$ cat config.mk
export PLATFORM = sky130hd
export DESIGN_NAME = bbc_buffer_ctrl
export DESIGN_NICKNAME = d
export VERILOG_FILES = /design/src/bbc_pkg.sv /design/src/bbc_buffer_ctrl.sv
export SDC_FILE = /design/constraint.sdc
export NUM_CORES = 1
export LEC_CHECK = 0
export BUFFER_PORTS_ARGS = -buffer_cell sky130_fd_sc_hd__buf_4
export CORE_MARGIN = 2
export CORE_UTILIZATION = 55
export CTS_BUF_LIST = sky130_fd_sc_hd__clkbuf_4 sky130_fd_sc_hd__clkbuf_8
export DETAILED_ROUTE_END_ITERATION = 12
export PLACE_DENSITY = 0.82
export SYNTH_ARGS = -nofsm -noshare
export SYNTH_HDL_FRONTEND = slang
export SYNTH_SLANG_ARGS = --single-unit
$ cat constraint.sdc
create_clock -name REF_CLK -period 4.1 [get_ports REF_CLK]
set_input_delay 0.82 -clock REF_CLK [delete_from_list [all_inputs] [get_ports REF_CLK]]
set_output_delay 0.82 -clock REF_CLK [all_outputs]
set_load 0.02 [all_outputs]
$ cat src/bbc_pkg.sv
/*
 bbc_pkg: state codes and field constants shared by the buffer-control
 block. Assumes a single bus-clock sampled domain.
*/
package bbc_pkg;
    timeunit 1ns;
    timeprecision 1ps;
    // master side states, one-hot
    typedef enum logic [4:0] {
        M_IDLE = 5'h01,
        M_ADDR = 5'h02,
        M_DATA = 5'h04,
        M_DONE = 5'h08,
        M_HOLD = 5'h10
    } bbc_mst_e;
    // slave side states, one-hot
    typedef enum logic [4:0] {
        S_IDLE = 5'h01,
        S_DEC  = 5'h02,
        S_ACT  = 5'h04,
        S_ACK  = 5'h08,
        S_END  = 5'h10
    } bbc_slv_e;
    // data load clock high time, in bus clock cycles
    localparam logic [1:0] LOAD_HI_FIRST = 2'h2;
    localparam logic [1:0] LOAD_HI_ONE   = 2'h1;
    localparam logic [1:0] LOAD_HI_NONE  = 2'h0;
endpackage : bbc_pkg

$ cat src/bbc_buffer_ctrl.sv
/*
 bbc_buffer_ctrl: enables and load clocks that steer multiplexed
 address/data between the backplane and the local board, plus the
 slot-match sample after a start cycle.
 Assumes BUS_CLK and all inputs are synchronous to REF_CLK, which runs
 at least four times faster than BUS_CLK; the master/slave sequencers,
 arbitration and byte decode live outside and drive the cycle inputs.
*/
// Contract
// - master write: drive enable until acknowledge
// - master read: drive enable one cycle
// - slave read: drive enable in ack cycle
// - address enable low after slave grant
// - address enable high after grant released
// - early grant: address enable after start
// - master read: load clock on ack/interim
// - slave write: load clock on grant
// - block write: first load clock two cycles
// - block write early grant: clock after start
// - interim ack gives one-cycle load clock
// - last block load clock from local ack
// - master read: data enable until hold released
// - slave write: data enable follows grant
// - sample slot match cycle after start
// - address load clock on start sample edge
// - address select low one start cycle
// - backplane ack after local ack sampled
module bbc_buffer_ctrl (
    // clock and reset
    input  wire logic REF_CLK,
    input  wire logic NRST,
    // backplane side
    input  wire logic BUS_CLK,
    input  wire logic BUS_START_N,
    input  wire logic BUS_ACK_N,
    input  wire logic BUS_TM0_N,
    output logic      BUS_ACK_OUT_N,
    // cycle description from byte decode / sequencer
    input  wire logic MST_START,
    input  wire logic WRITE,
    input  wire logic BLOCK_XFER,
    // local board handshakes
    input  wire logic SLOT_MATCH_N,
    input  wire logic SLAVE_GRANT_N,
    input  wire logic SLAVE_INTERIM_ACK_N,
    input  wire logic LOCAL_ACK_N,
    input  wire logic MASTER_HOLD_N,
    // buffer controls
    output logic      BUS_DRIVE_ENABLE_N,
    output logic      ADDR_SELECT_N,
    output logic      LOCAL_ADDR_LOAD_CLK,
    output logic      LOCAL_ADDR_ENABLE_N,
    output logic      LOCAL_DATA_LOAD_CLK,
    output logic      LOCAL_DATA_ENABLE_N
);
    timeunit 1ns;
    timeprecision 1ps;
    logic               bclk_q;   // previous bus clock level
    logic               rise;     // driving edge strobe
    logic               fall;     // sample edge strobe
    bbc_pkg::bbc_mst_e  m_st;     // master cycle state
    bbc_pkg::bbc_slv_e  s_st;     // slave cycle state
    logic               m_wr;     // master cycle is a write
    logic               m_blk;    // master cycle is a block
    logic               s_wr;     // slave cycle is a write
    logic               s_blk;    // slave cycle is a block
    logic               gnt_seen; // grant already given this cycle
    logic [1:0]         dcnt;     // remaining load clock high cycles
    logic               m_rd_evt; // master read data arrives
    logic               s_busy;   // slave past the start cycle

    // edge strobes from the sampled bus clock
    always_ff @(posedge REF_CLK) begin
        if (!NRST) begin
            bclk_q <= 1'b0;
        end else begin
            bclk_q <= BUS_CLK;
        end
    end
    assign rise = BUS_CLK & ~bclk_q;
    assign fall = ~BUS_CLK & bclk_q;

    // ack, or interim ack in a block read, seen by a reading master
    assign m_rd_evt = (m_st == bbc_pkg::M_DATA) && !m_wr &&
                      (!BUS_ACK_N || (m_blk && !BUS_TM0_N));
    assign s_busy   = (s_st != bbc_pkg::S_IDLE);

    // master sequencing: start on a driving edge, ack on a sample edge
    always_ff @(posedge REF_CLK) begin
        if (!NRST) begin
            m_st  <= bbc_pkg::M_IDLE;
            m_wr  <= 1'b0;
            m_blk <= 1'b0;
        end else begin
            unique case (m_st)
                bbc_pkg::M_IDLE: begin
                    if (rise && MST_START) begin
                        m_st  <= bbc_pkg::M_ADDR;
                        m_wr  <= WRITE;
                        m_blk <= BLOCK_XFER;
                    end
                end
                bbc_pkg::M_ADDR: begin
                    // start lasts one bus clock
                    if (rise) begin
                        m_st <= bbc_pkg::M_DATA;
                    end
                end
                bbc_pkg::M_DATA: begin
                    // hold keeps read data on the board past the cycle
                    if (fall && !BUS_ACK_N) begin
                        if (!m_wr && !MASTER_HOLD_N) begin
                            m_st <= bbc_pkg::M_HOLD;
                        end else begin
                            m_st <= bbc_pkg::M_DONE;
                        end
                    end
                end
                bbc_pkg::M_DONE: begin
                    if (rise) begin
                        m_st <= bbc_pkg::M_IDLE;
                    end
                end
                bbc_pkg::M_HOLD: begin
                    if (fall && MASTER_HOLD_N) begin
                        m_st <= bbc_pkg::M_IDLE;
                    end
                end
                default: begin
                    m_st <= bbc_pkg::M_IDLE;
                end
            endcase
        end
    end

    // slave sequencing, all decisions on sample edges
    always_ff @(posedge REF_CLK) begin
        if (!NRST) begin
            s_st     <= bbc_pkg::S_IDLE;
            s_wr     <= 1'b0;
            s_blk    <= 1'b0;
            gnt_seen <= 1'b0;
        end else if (fall) begin
            unique case (s_st)
                bbc_pkg::S_IDLE: begin
                    if (!BUS_START_N) begin
                        s_st     <= bbc_pkg::S_DEC;
                        s_wr     <= WRITE;
                        s_blk    <= BLOCK_XFER;
                        gnt_seen <= !SLAVE_GRANT_N;
                    end
                end
                bbc_pkg::S_DEC: begin
                    // board not addressed: drop the cycle
                    if (SLOT_MATCH_N) begin
                        s_st <= bbc_pkg::S_IDLE;
                    end else begin
                        s_st <= bbc_pkg::S_ACT;
                    end
                    gnt_seen <= gnt_seen | !SLAVE_GRANT_N;
                end
                bbc_pkg::S_ACT: begin
                    gnt_seen <= gnt_seen | !SLAVE_GRANT_N;
                    if (!LOCAL_ACK_N) begin
                        s_st <= bbc_pkg::S_ACK;
                    end
                end
                bbc_pkg::S_ACK: begin
                    s_st <= bbc_pkg::S_END;
                end
                bbc_pkg::S_END: begin
                    // wait for the board to drop its grant
                    if (SLAVE_GRANT_N) begin
                        s_st <= bbc_pkg::S_IDLE;
                    end
                end
                default: begin
                    s_st <= bbc_pkg::S_IDLE;
                end
            endcase
        end
    end

    // backplane drive enable, changes on driving edges only
    always_ff @(posedge REF_CLK) begin
        if (!NRST) begin
            BUS_DRIVE_ENABLE_N <= 1'b1;
        end else if (rise) begin
            BUS_DRIVE_ENABLE_N <= !(
                (m_st == bbc_pkg::M_IDLE && MST_START) ||
                (m_st == bbc_pkg::M_ADDR && m_wr) ||
                (m_st == bbc_pkg::M_DATA && m_wr) ||
                (s_st == bbc_pkg::S_ACK && !s_wr));
        end
    end

    // backplane ack, on the driving edge after local ack sampled
    always_ff @(posedge REF_CLK) begin
        if (!NRST) begin
            BUS_ACK_OUT_N <= 1'b1;
        end else if (rise) begin
            BUS_ACK_OUT_N <= (s_st != bbc_pkg::S_ACK);
        end
    end

    // address/data select, low for the start cycle only
    always_ff @(posedge REF_CLK) begin
        if (!NRST) begin
            ADDR_SELECT_N <= 1'b1;
        end else if (rise) begin
            ADDR_SELECT_N <= !(m_st == bbc_pkg::M_IDLE && MST_START);
        end
    end

    // address load clock, high from the start sample edge
    always_ff @(posedge REF_CLK) begin
        if (!NRST) begin
            LOCAL_ADDR_LOAD_CLK <= 1'b0;
        end else if (fall) begin
            LOCAL_ADDR_LOAD_CLK <= (m_st == bbc_pkg::M_ADDR) ||
                (s_st == bbc_pkg::S_IDLE && !BUS_START_N);
        end
    end

    // local address enable follows the sampled slave grant
    always_ff @(posedge REF_CLK) begin
        if (!NRST) begin
            LOCAL_ADDR_ENABLE_N <= 1'b1;
        end else if (fall) begin
            if (s_st == bbc_pkg::S_IDLE) begin
                // grant already low during start
                LOCAL_ADDR_ENABLE_N <= BUS_START_N || SLAVE_GRANT_N;
            end else begin
                LOCAL_ADDR_ENABLE_N <= SLAVE_GRANT_N;
            end
        end
    end

    // local data enable: master read ack and hold, or slave write grant
    always_ff @(posedge REF_CLK) begin
        if (!NRST) begin
            LOCAL_DATA_ENABLE_N <= 1'b1;
        end else if (fall) begin
            LOCAL_DATA_ENABLE_N <= !(
                (m_st == bbc_pkg::M_DATA && !m_wr && !BUS_ACK_N) ||
                (m_st == bbc_pkg::M_HOLD && !MASTER_HOLD_N) ||
                (s_busy && s_wr && !SLAVE_GRANT_N));
        end
    end

    // data load clock: pulse stretched by a small down counter;
    // slave interim acks during a pulse are ignored on purpose
    always_ff @(posedge REF_CLK) begin
        if (!NRST) begin
            LOCAL_DATA_LOAD_CLK <= 1'b0;
            dcnt                <= bbc_pkg::LOAD_HI_NONE;
        end else if (fall) begin
            if (m_rd_evt) begin
                LOCAL_DATA_LOAD_CLK <= 1'b1;
                dcnt                <= bbc_pkg::LOAD_HI_ONE;
            end else if (s_st == bbc_pkg::S_IDLE && !BUS_START_N &&
                         WRITE && !SLAVE_GRANT_N) begin
                LOCAL_DATA_LOAD_CLK <= 1'b1;
                dcnt <= BLOCK_XFER ? bbc_pkg::LOAD_HI_FIRST : bbc_pkg::LOAD_HI_ONE;
            end else if (s_busy && s_wr && !gnt_seen && !SLAVE_GRANT_N) begin
                LOCAL_DATA_LOAD_CLK <= 1'b1;
                dcnt <= s_blk ? bbc_pkg::LOAD_HI_FIRST : bbc_pkg::LOAD_HI_ONE;
            end else if (dcnt > bbc_pkg::LOAD_HI_ONE) begin
                dcnt <= dcnt - bbc_pkg::LOAD_HI_ONE;
            end else if (dcnt == bbc_pkg::LOAD_HI_ONE) begin
                LOCAL_DATA_LOAD_CLK <= 1'b0;
                dcnt                <= bbc_pkg::LOAD_HI_NONE;
            end else if (s_st == bbc_pkg::S_ACT && s_wr && s_blk &&
                         gnt_seen && !LOCAL_ACK_N) begin
                LOCAL_DATA_LOAD_CLK <= 1'b1;
                dcnt                <= bbc_pkg::LOAD_HI_ONE;
            end else if (s_st == bbc_pkg::S_ACT && s_wr && s_blk &&
                         gnt_seen && !SLAVE_INTERIM_ACK_N) begin
                LOCAL_DATA_LOAD_CLK <= 1'b1;
                dcnt                <= bbc_pkg::LOAD_HI_ONE;
            end
        end
    end

    // master read releases the drive enable after one cycle
    rd_drive_a: assert property (@(posedge REF_CLK) disable iff (!NRST)
        (rise && m_st == bbc_pkg::M_ADDR && !m_wr) |=> BUS_DRIVE_ENABLE_N)
        else $error("read drive enable held past start");
    // master write keeps driving until ack
    wr_drive_a: assert property (@(posedge REF_CLK) disable iff (!NRST)
        (m_st == bbc_pkg::M_DATA && m_wr && $past(m_st) == bbc_pkg::M_DATA)
        |-> !BUS_DRIVE_ENABLE_N)
        else $error("write drive enable dropped before ack");
    // address enable tracks grant once busy
    addr_en_follow_a: assert property (@(posedge REF_CLK) disable iff (!NRST)
        (fall && s_busy) |=> (LOCAL_ADDR_ENABLE_N == $past(SLAVE_GRANT_N)))
        else $error("address enable not following grant");
    // data enable held while hold is asserted
    data_en_hold_a: assert property (@(posedge REF_CLK) disable iff (!NRST)
        (m_st == bbc_pkg::M_HOLD && $past(m_st) == bbc_pkg::M_HOLD)
        |-> !LOCAL_DATA_ENABLE_N)
        else $error("data enable released during hold");
    // select low right after a master start
    sel_start_a: assert property (@(posedge REF_CLK) disable iff (!NRST)
        (rise && m_st == bbc_pkg::M_IDLE && MST_START)
        |=> !ADDR_SELECT_N ##1 (m_st == bbc_pkg::M_ADDR))
        else $error("address select not low at start");
    // local ack becomes backplane ack on the next driving edge
    ack_out_a: assert property (@(posedge REF_CLK) disable iff (!NRST)
        (rise && s_st == bbc_pkg::S_ACK) |=> !BUS_ACK_OUT_N)
        else $error("backplane ack missing");
    // mismatch in decode cycle drops the slave cycle
    match_a: assert property (@(posedge REF_CLK) disable iff (!NRST)
        (fall && s_st == bbc_pkg::S_DEC && SLOT_MATCH_N)
        |=> (s_st == bbc_pkg::S_IDLE))
        else $error("slot mismatch did not end cycle");
    // address load clock on slave start
    alclk_a: assert property (@(posedge REF_CLK) disable iff (!NRST)
        (fall && s_st == bbc_pkg::S_IDLE && !BUS_START_N) |=> LOCAL_ADDR_LOAD_CLK)
        else $error("address load clock missed start");
endmodule // bbc_buffer_ctrl

==> run_results.csv, run 1 <==
group,metric,value,unit
run_status,status,"complete, no violations",
clock_tree,htreeDepth,1,
synth,synth_top_area_frac,0.3630,
sta,finalCritPeriodShare,0.5514,
grt,grt_pass1_vias,1151,
cells_and_area,layout_commonest_cell,"dfxtp_1",
cells_and_area,final_core_util,0.6301,
grt,top_usage_layer,"met2",
synth,ys_seq_elements,25,
clock_tree,cts.clk_slew.worst_paths,0.13,ns
clock_tree,post_cts_buffers,0,
grt,antenna_found_initial,0,
synth,async_flop_share,0,
cells_and_area,most-common-layout-cells,"dfxtp_1 (25), nor2_1 (23), buf_4 (20), o21ai_0 (15), nand2_1 (11)",
cells_and_area,antenna_cells,0,
grt,grt_overflow,0,
synth,synth_area_leaders,"dfxtp_1 (36%), nor2_1 (6.3%), o21ai_0 (5.4%)",
flow_run,max-cap-violations,0,
routing,drtPass1Iterations,4,
routing,vias_per_cell,5.847,
worst_setup_path,cp-end-kind,"flip-flop",
power_and_ir_drop,power_density,287.0,nW/µm²
synth,syn_inst,172,
routing,wl_per_cell,13.74,µm
worst_setup_path,crit_fanout,9,
sta,worst_slew_pin_slew,0.6774,ns
hold_path,hold_path_class,"flip-flop to flip-flop",
clock_tree,holdBufCountCts,0,
routing,vias,1257,
floorplan,initial_utilization,0.5669,
synth,synth_top_area_cell,"dfxtp_1",
synth,synth_ff_type,"dfxtp_1",
sta,maxSlewViolCount,0,
power_and_ir_drop,vdd_drop_max,0.0002107,V
clock_tree,cts_buffer_depth,2,
synth,synth_cell_type_count,46,
clock_tree,clock-sinks,25,
worst_setup_path,cp-start-kind,"flip-flop",
grt,met1_usage,0.2923,
cells_and_area,seq_area,500.5,µm²
grt,grt_use_met2,0.3943,
synth,syn_avg_cell_area,8.016,µm²
synth,syn_nets,186,
clock_tree,cts_buffers,3,
floorplan,die_w,54.07,µm
routing,final_antenna_net_count,0,
floorplan,design.core.area,2432,µm²
routing,drt_iter0_markers,48,
routing,drt-total-wl,2955,µm
cells_and_area,areaGrowthSynthToFinish,11.16,%
clock_tree,clockRootBuffer,"clkbuf_4",
placed_design,gp_congestion,0.8915,
grt,grt_pass1_wl,4899,µm
cells_and_area,drive_gt1_frac,0.1568,
clock_tree,clk_latency,0.32,ns
sta,timing.final.ws_setup,1.839,ns
placed_design,port-buffer-count,20,
placed_design,pre_cts_ws,1.863,ns
clock_tree,cts_tree,"yes",
power_and_ir_drop,p_leak,0.0006386,µW
sta,finalSetupTns,0,ns
sta,slew_headroom,0.5420,
cells_and_area,fin_nets,200,
floorplan,fp-row-count,18,
synth,synth-seq-area-share,0.3630,
sta,rsz0062_at_grt,"false",
floorplan,fp.dieH,54.07,µm
grt,track_usage,0.2296,
worst_setup_path,arrival,2.52,ns
synth,synth-edff-count,0,
floorplan,dieArea,2924,µm²
clock_tree,cts_resized,0,
sta,fmax,442.3,MHz
worst_setup_path,critical_path_class,"flip-flop to flip-flop",
grt,grt_util_met3,0.05000,
cells_and_area,fillCellCount,224,
sta,skew,0.005056,ns
routing,drc_errors,0,
synth,yosysWarnings,0,
sta,layout_min_cycle_time,2.261,ns
grt,grt_max_degree,15,
floorplan,num_io_pins,21,
cells_and_area,multi_input_area,784.5,µm²
worst_setup_path,critical_path_required,4.36,ns
synth,mappedNetlistArea,1379,µm²
sta,hold_violations,0,
placed_design,hpwl,2214,µm
sta,setup_viol,0,
-- path summary, 6_finish.rpt --
path | cells past startpoint | startpoint | slack, ns | endpoint
worst max register to register | 5 | s_st[0] | 1.84 | dcnt[1]
worst min register to register | 2 | BUS_ACK_OUT_N | 0.51 | BUS_ACK_OUT_N
worst min-delay path | 2 | BUS_ACK_OUT_N | 0.51 | BUS_ACK_OUT_N
worst max-delay path | 5 | s_st[0] | 1.84 | dcnt[1]
-- area by class of cell --
cell class                      count  share of cell area
Sequential cell                    25              0.3265
Clock buffer                        4             0.01959
Multi-Input combinational cell    128              0.5118
Inverter                            8             0.01959
Tap cell                           30             0.02449
Timing Repair Buffer               20             0.09796
-- per-stage QoR --
step / cells / hold slack, ns / total power (µW) / instance area (µm²)
after CTS: 215 / 0.5103 / 441.7 / 1533
after floorplan: 172 / 0.4553 / 303.6 / 1379
after global placement: 211 / 0.4665 / 325.0 / 1503
final: 215 / 0.5088 / 439.8 / 1533
after global routing: 215 / 0.5342 / 458.7 / 1533
after detailed placement: 211 / 0.4848 / 327.2 / 1503
-- flip-flops by register name, indices dropped and copies added (netlist names) --
signal	cells
dcnt	2
gnt_seen	1
LOCAL_ADDR_ENABLE_N	1
s_wr	1
BUS_DRIVE_ENABLE_N	1
ADDR_SELECT_N	1
m_blk	1
LOCAL_DATA_ENABLE_N	1
m_st	5
bclk_q	1
s_st	5
m_wr	1
LOCAL_DATA_LOAD_CLK	1
s_blk	1
BUS_ACK_OUT_N	1
LOCAL_ADDR_LOAD_CLK	1
-- metal layers --
| layer | wire (µm) | part of all wire |
|---|---|---|
| met1 | 1376 | 0.47 |
| met2 | 1400 | 0.47 |
| met3 | 155 | 0.052 |
| met4 | 22 | 0.0074 |
| met5 | 0 | 0 |
-- logic make-up after synthesis --
group                  after synthesis  share of synthesized area
AO/OA/AOI/OAI                       46                     0.2196
XOR/XNOR                             4                    0.02541
buffers and inverters               19                    0.06806
flip-flops                          25                     0.3630
multiplexers                         8                    0.05899
AND/OR/NAND/NOR                     70                     0.2650
-- Yosys cell counts, types with 4 or more instances --
| master | count |
|---|---|
| a31oi_1 | 5 |
| nand3_1 | 6 |
| nor2b_1 | 4 |
| mux2i_1 | 7 |
| nand2_1 | 11 |
| a21oi_1 | 10 |
| inv_1 | 8 |
| nor2_1 | 23 |
| clkbuf_1 | 5 |
| o21ai_0 | 15 |
| dfxtp_1 | 25 |
| nor3_1 | 4 |
-- worst max-delay path, stage by stage (launching register included) --
cell and delay [ns]:
dfxtp_1 0.55, nor4b_1 0.61, a2111o_1 0.32, mux2_2 0.35
o21ai_1 0.18, nor3b_1 0.19
-- where the power goes --
group	switching (µW)	internal [µW]	total [µW]
registers	7.11	250	257
logic	35.3	29.5	64.9
clock network	72.8	44.7	118
total	115	325	440
Note: power is estimated with default switching activity, not from simulation.
==> run 2, diff against run 1 <==
clock period = 2.2 ns   (was 4.1 ns; I/O delays follow)
==> run 2 against run 1 <==
Compared with the run above: die area unchanged; design area increased by 1.5%; routed wire length increased by 9.2%; non-clock buffer count is 3 higher; maximum frequency grew 12%; critical path type unchanged; largest power group unchanged.
==> run_results.csv, run 2 (synthesis gave the netlist of run 1 again) <==
group,metric,value,unit
worst_setup_path,cp-end-kind,"flip-flop",
worst_setup_path,arrival,2.26,ns
worst_setup_path,critical_path_class,"flip-flop to flip-flop",
run_status,status,"complete, no violations",
cells_and_area,drive_gt1_frac,0.1702,
routing,wl_met1,1471,µm
routing,drt-total-wl,3227,µm
sta,layout_min_cycle_time,2.021,ns
worst_setup_path,regToRegSetupSlack,0.18,ns
hold_path,hold_path_depth,2,
power_and_ir_drop,vdd_drop_max,0.0003762,V
routing,drt_iter0_markers,26,
cells_and_area,antenna_cells,0,
worst_setup_path,r2r-end,"gnt_seen",
routing,vias,1315,
routing,vias_per_cell,6.032,
sta,fmax,494.8,MHz
sta,rsz0062_at_grt,"false",
cells_and_area,layout_commonest_cell,"dfxtp_1",
floorplan,dieArea,2924,µm²
cells_and_area,areaGrowthSynthToFinish,12.79,%
floorplan,die_w,54.07,µm
floorplan,initial_utilization,0.5669,
grt,grt_overflow,0,
hold_path,hp-start,"BUS_CLK",
flow_run,max-cap-violations,0,
routing,route.met2.wl,1528,µm
sta,maxSlewViolCount,0,
hold_path,hold_end,"bclk_q",
power_and_ir_drop,power_density,532.1,nW/µm²
clock_tree,cts_buffers,3,
worst_setup_path,r2r_start,"s_st[0]",
floorplan,fp-row-count,18,
clock_tree,clockRootBuffer,"clkbuf_4",
power_and_ir_drop,pwr-share-seq,0.580,
clock_tree,cts_buffer_depth,2,
grt,grt_pass1_vias,1204,
placed_design,gp_congestion,0.8356,
routing,drtPass1Iterations,5,
routing,final_antenna_net_count,0,
placed_design,hpwl,2485,µm
worst_setup_path,crit_fanout,9,
hold_path,hold_path_class,"primary input to flip-flop",
worst_setup_path,worstRegToRegCells,5,
power_and_ir_drop,internal-power,595.3,µW
cells_and_area,most-common-layout-cells,"dfxtp_1 (25), nor2_1 (23), buf_4 (23), o21ai_0 (15), nand2_1 (11)",
grt,grt_max_degree,16,
power_and_ir_drop,switching_power,232.2,µW
sta,finalCritPeriodShare,0.9187,
sta,hold_violations,0,
sta,skew,0.005238,ns
floorplan,fp.dieH,54.07,µm
clock_tree,cts_resized,0,
clock_tree,cts_tree,"yes",
routing,drc_errors,0,
grt,antenna_found_initial,0,
power_and_ir_drop,pwr-share-clk,0.265,
cells_and_area,fin_nets,203,
clock_tree,cts.clk_slew.worst_paths,0.15,ns
clock_tree,clk_latency,0.32,ns
sta,setup_viol,0,
power_and_ir_drop,power,827.5,µW
cells_and_area,reg.largest.list,"m_st: 5 flops, s_st: 5 flops, dcnt: 2 flops",
routing,wl_met3,190,µm
grt,track_usage,0.2442,
power_and_ir_drop,swShare,0.2806,
floorplan,design.core.area,2432,µm²
sta,finalSetupTns,0,ns
routing,highest-signal-layer,"met4",
worst_setup_path,critical_path_required,2.44,ns
sta,slew_headroom,0.5717,
clock_tree,post_cts_buffers,0,
power_and_ir_drop,p_comb_frac,0.155,
routing,wl_per_cell,14.80,µm
sta,worst_slew_pin_slew,0.6356,ns
power_and_ir_drop,p_leak,0.0006490,µW
clock_tree,holdBufCountCts,0,
clock_tree,htreeDepth,1,
grt,grt_pass1_wl,5278,µm
placed_design,port-buffer-count,20,
clock_tree,clock-sinks,25,
worst_setup_path,cp-start-kind,"flip-flop",
floorplan,num_io_pins,21,
run 2: cell types whose count changed in the layout (fill, tap and decap cells not counted), sizes merged:
cell,previous run,this run
buf,20,23
clkbuf,4,3
clkinvlp,0,1
run 2: per-stage QoR:
step                instance area (µm²)    util  setup WS [ns]  hold WS (ns)  cells
floorplan                          1379       -         0.2880        0.4553    172
global placement                   1525  0.6271         0.2859        0.4684    214
detailed placement                 1525  0.6271         0.2119        0.4747    214
CTS                                1555  0.6394         0.1969        0.3407    218
global route                       1555  0.6394        0.08600        0.3539    218
finish                             1555  0.6394         0.1788        0.3424    218
run 2: final cells by class:
class	instances	area, µm²
timing repair buffer	23	172.7
clock inverter	1	7.507
clock buffer	3	22.52
sequential	25	500.5
tap	30	37.54
fill	219	877.1
inverter	8	30.03
multi-input combinational	128	784.5
run 2: layer usage:
metal	global-route usage	up-vias
met5	0	-
met2	0.4289	51
met4	0.07083	0
met3	0.02778	6
met1	0.3125	613
li1	-	645
run 2: worst max-delay path by stage:
stage                       start  cells past startpoint        to
after floorplan           s_st[1]                      7  gnt_seen
after global placement    s_st[0]                      5  gnt_seen
after detailed placement  s_st[0]                      5  gnt_seen
after CTS                 s_st[0]                      5  gnt_seen
after global routing      s_st[0]                      6   dcnt[1]
final                     s_st[0]                      5  gnt_seen
run 2: critical path: stages (launching register included):
cell,delay (ns)
dfxtp_1,0.53
or4b_1,0.49
or3_1,0.35
or2_1,0.30
a22oi_2,0.20
nor2_1,0.07
run 2: power by group through the flow:
stage          sequential [µW]  clock [µW]  combinational, µW
2_1_floorplan              491           0               75.1
3_3_place_gp               489           0                123
3_5_place_dp               490           0                127
4_1_cts                    480         222                128
5_1_grt                    483         238                142
6_report                   480         219                128
==> run 3, diff against run 2 <==
PLACE_DENSITY = unset   (was 0.82)
PLACE_DENSITY_LB_ADDON = 0.25   (was unset)
==> run 3 against run 2 <==
Compared with the run above: critical path depth is the same; register-to-register slack got worse by 0.02 ns; highest routed layer unchanged; global-route usage grew 0.77 points; clock skew is 0.00083 ns lower.
==> run_results.csv, run 3 (synthesis gave the netlist of run 1 again) <==
group,metric,value,unit
run_status,status,"complete, no violations",
worst_setup_path,max_stage_delay,0.54,ns
grt,grt_overflow,0,
cells_and_area,antenna_cells,0,
cells_and_area,drive_gt1_frac,0.1746,
sta,hold_violations,0,
power_and_ir_drop,swShare,0.2833,
power_and_ir_drop,p_leak,0.0006571,µW
floorplan,fp-row-count,18,
sta,fmax,489.4,MHz
grt,grt_pass1_wl,5375,µm
clock_tree,cts_tree,"yes",
cells_and_area,fin_nets,204,
worst_setup_path,cp-end-kind,"flip-flop",
grt,antenna_found_initial,0,
routing,wl_per_cell,15.12,µm
clock_tree,holdBufCountCts,0,
floorplan,initial_utilization,0.5669,
cells_and_area,layout_commonest_cell,"dfxtp_1",
floorplan,dieArea,2924,µm²
power_and_ir_drop,pwr-share-clk,0.265,
clock_tree,post_cts_buffers,0,
sta,layout_min_cycle_time,2.043,ns
grt,grt_pass1_vias,1171,
cells_and_area,fillCellCount,222,
worst_setup_path,arrival,2.28,ns
sta,setup_viol,0,
clock_tree,cts.clk_slew.worst_paths,0.15,ns
placed_design,pre_cts_ws,0.1958,ns
power_and_ir_drop,p_comb_frac,0.157,
sta,finalSetupTns,0,ns
placed_design,gp_congestion,0.8642,
worst_setup_path,crit_fanout,9,
sta,maxSlewViolCount,0,
sta,rsz0062_at_grt,"false",
clock_tree,cts_buffers,3,
sta,worst_slew_pin_slew,0.6442,ns
worst_setup_path,crit_chain,"or4b_1 > or3_1 > or2_1 > a22oi_2 > nor2_1",
routing,final_antenna_net_count,0,
floorplan,design.core.area,2432,µm²
floorplan,num_io_pins,21,
routing,drt_iter0_markers,49,
power_and_ir_drop,internal-power,595.1,µW
power_and_ir_drop,pwr-share-seq,0.579,
clock_tree,clock-sinks,25,
cells_and_area,reg.largest.list,"m_st: 5 flops, s_st: 5 flops, dcnt: 2 flops",
worst_setup_path,critical_path_required,2.44,ns
routing,vias_per_cell,6.032,
routing,drtPass1Iterations,4,
sta,timing.final.ws_setup,0.1566,ns
sta,slew_headroom,0.5658,
clock_tree,cts_buffer_depth,2,
worst_setup_path,cp-start-kind,"flip-flop",
floorplan,die_w,54.07,µm
routing,drc_errors,0,
power_and_ir_drop,power_density,532.2,nW/µm²
worst_setup_path,critPathSlowestCell,"dfxtp_1",
flow_run,max-cap-violations,0,
worst_setup_path,crit_buf_inv,0,
grt,track_usage,0.2519,
power_and_ir_drop,switching_power,235.3,µW
cells_and_area,areaGrowthSynthToFinish,13.16,%
clock_tree,clockRootBuffer,"clkbuf_4",
clock_tree,htreeDepth,1,
power_and_ir_drop,vdd_drop_max,0.0003440,V
routing,vias,1321,
cells_and_area,most-common-layout-cells,"dfxtp_1 (25), buf_4 (24), nor2_1 (23), o21ai_0 (15), nand2_1 (11)",
routing,drt-total-wl,3312,µm
worst_setup_path,critical_path_class,"flip-flop to flip-flop",
clock_tree,cts_resized,0,
worst_setup_path,cp_top_family,"simple AND/OR/NAND/NOR gates",
hold_path,hold_path_class,"primary input to flip-flop",
placed_design,hpwl,2545,µm
placed_design,port-buffer-count,20,
grt,grt_max_degree,15,
clock_tree,clk_latency,0.33,ns
floorplan,fp.dieH,54.07,µm
sta,finalCritPeriodShare,0.9288,
sta,skew,0.004410,ns
-- run 3: cell types whose count changed in the layout (fill, tap and decap cells not counted), sizes merged --
cell and change:
clkinv +1, buf +1, clkinvlp -1
-- run 3: area by class of cell --
cell class | count | area, µm² | area share
Timing Repair Buffer | 24 | 180.2 | 0.1155
Multi-Input combinational cell | 128 | 784.5 | 0.5028
Inverter | 8 | 30.03 | 0.01925
Clock buffer | 3 | 22.52 | 0.01443
Clock inverter | 1 | 5.005 | 0.003208
Tap cell | 30 | 37.54 | 0.02406
Sequential cell | 25 | 500.5 | 0.3208
-- run 3: final timing paths --
kind	startpoint	endpoint	slack, ns	depth (start not counted)
max	s_st[0]	gnt_seen	0.16	5
min	BUS_CLK	bclk_q	0.34	2
max reg2reg	s_st[0]	gnt_seen	0.16	5
min reg2reg	BUS_ACK_OUT_N	BUS_ACK_OUT_N	0.51	2
-- run 3: stage by stage --
stage | utilization | instances | hold slack, ns | power, µW | area [µm²]
final | 0.6415 | 219 | 0.3400 | 830.3 | 1560
after global routing | 0.6415 | 219 | 0.3425 | 857.6 | 1560
after CTS | 0.6415 | 219 | 0.3448 | 823.7 | 1560
after detailed placement | 0.6301 | 215 | 0.4811 | 619.0 | 1533
after global placement | 0.6301 | 215 | 0.4724 | 613.0 | 1533
after floorplan | - | 172 | 0.4553 | 565.7 | 1379
-- run 3: power by group through the flow --
stage               Combinational [µW]  Sequential [µW]  Clock [µW]
floorplan                         75.1              491           0
global placement                   124              489           0
detailed placement                 129              490           0
CTS                                129              480         214
global route                       143              483         231
finish                             130              481         220
-- run 3: per-layer routing --
layer,routed length [µm],vias to the layer above,track usage
met2,1605,45,0.4289
li1,-,643,-
met5,0,-,0
met4,31,0,0.06250
met3,173,4,0.02500
met1,1501,629,0.3413
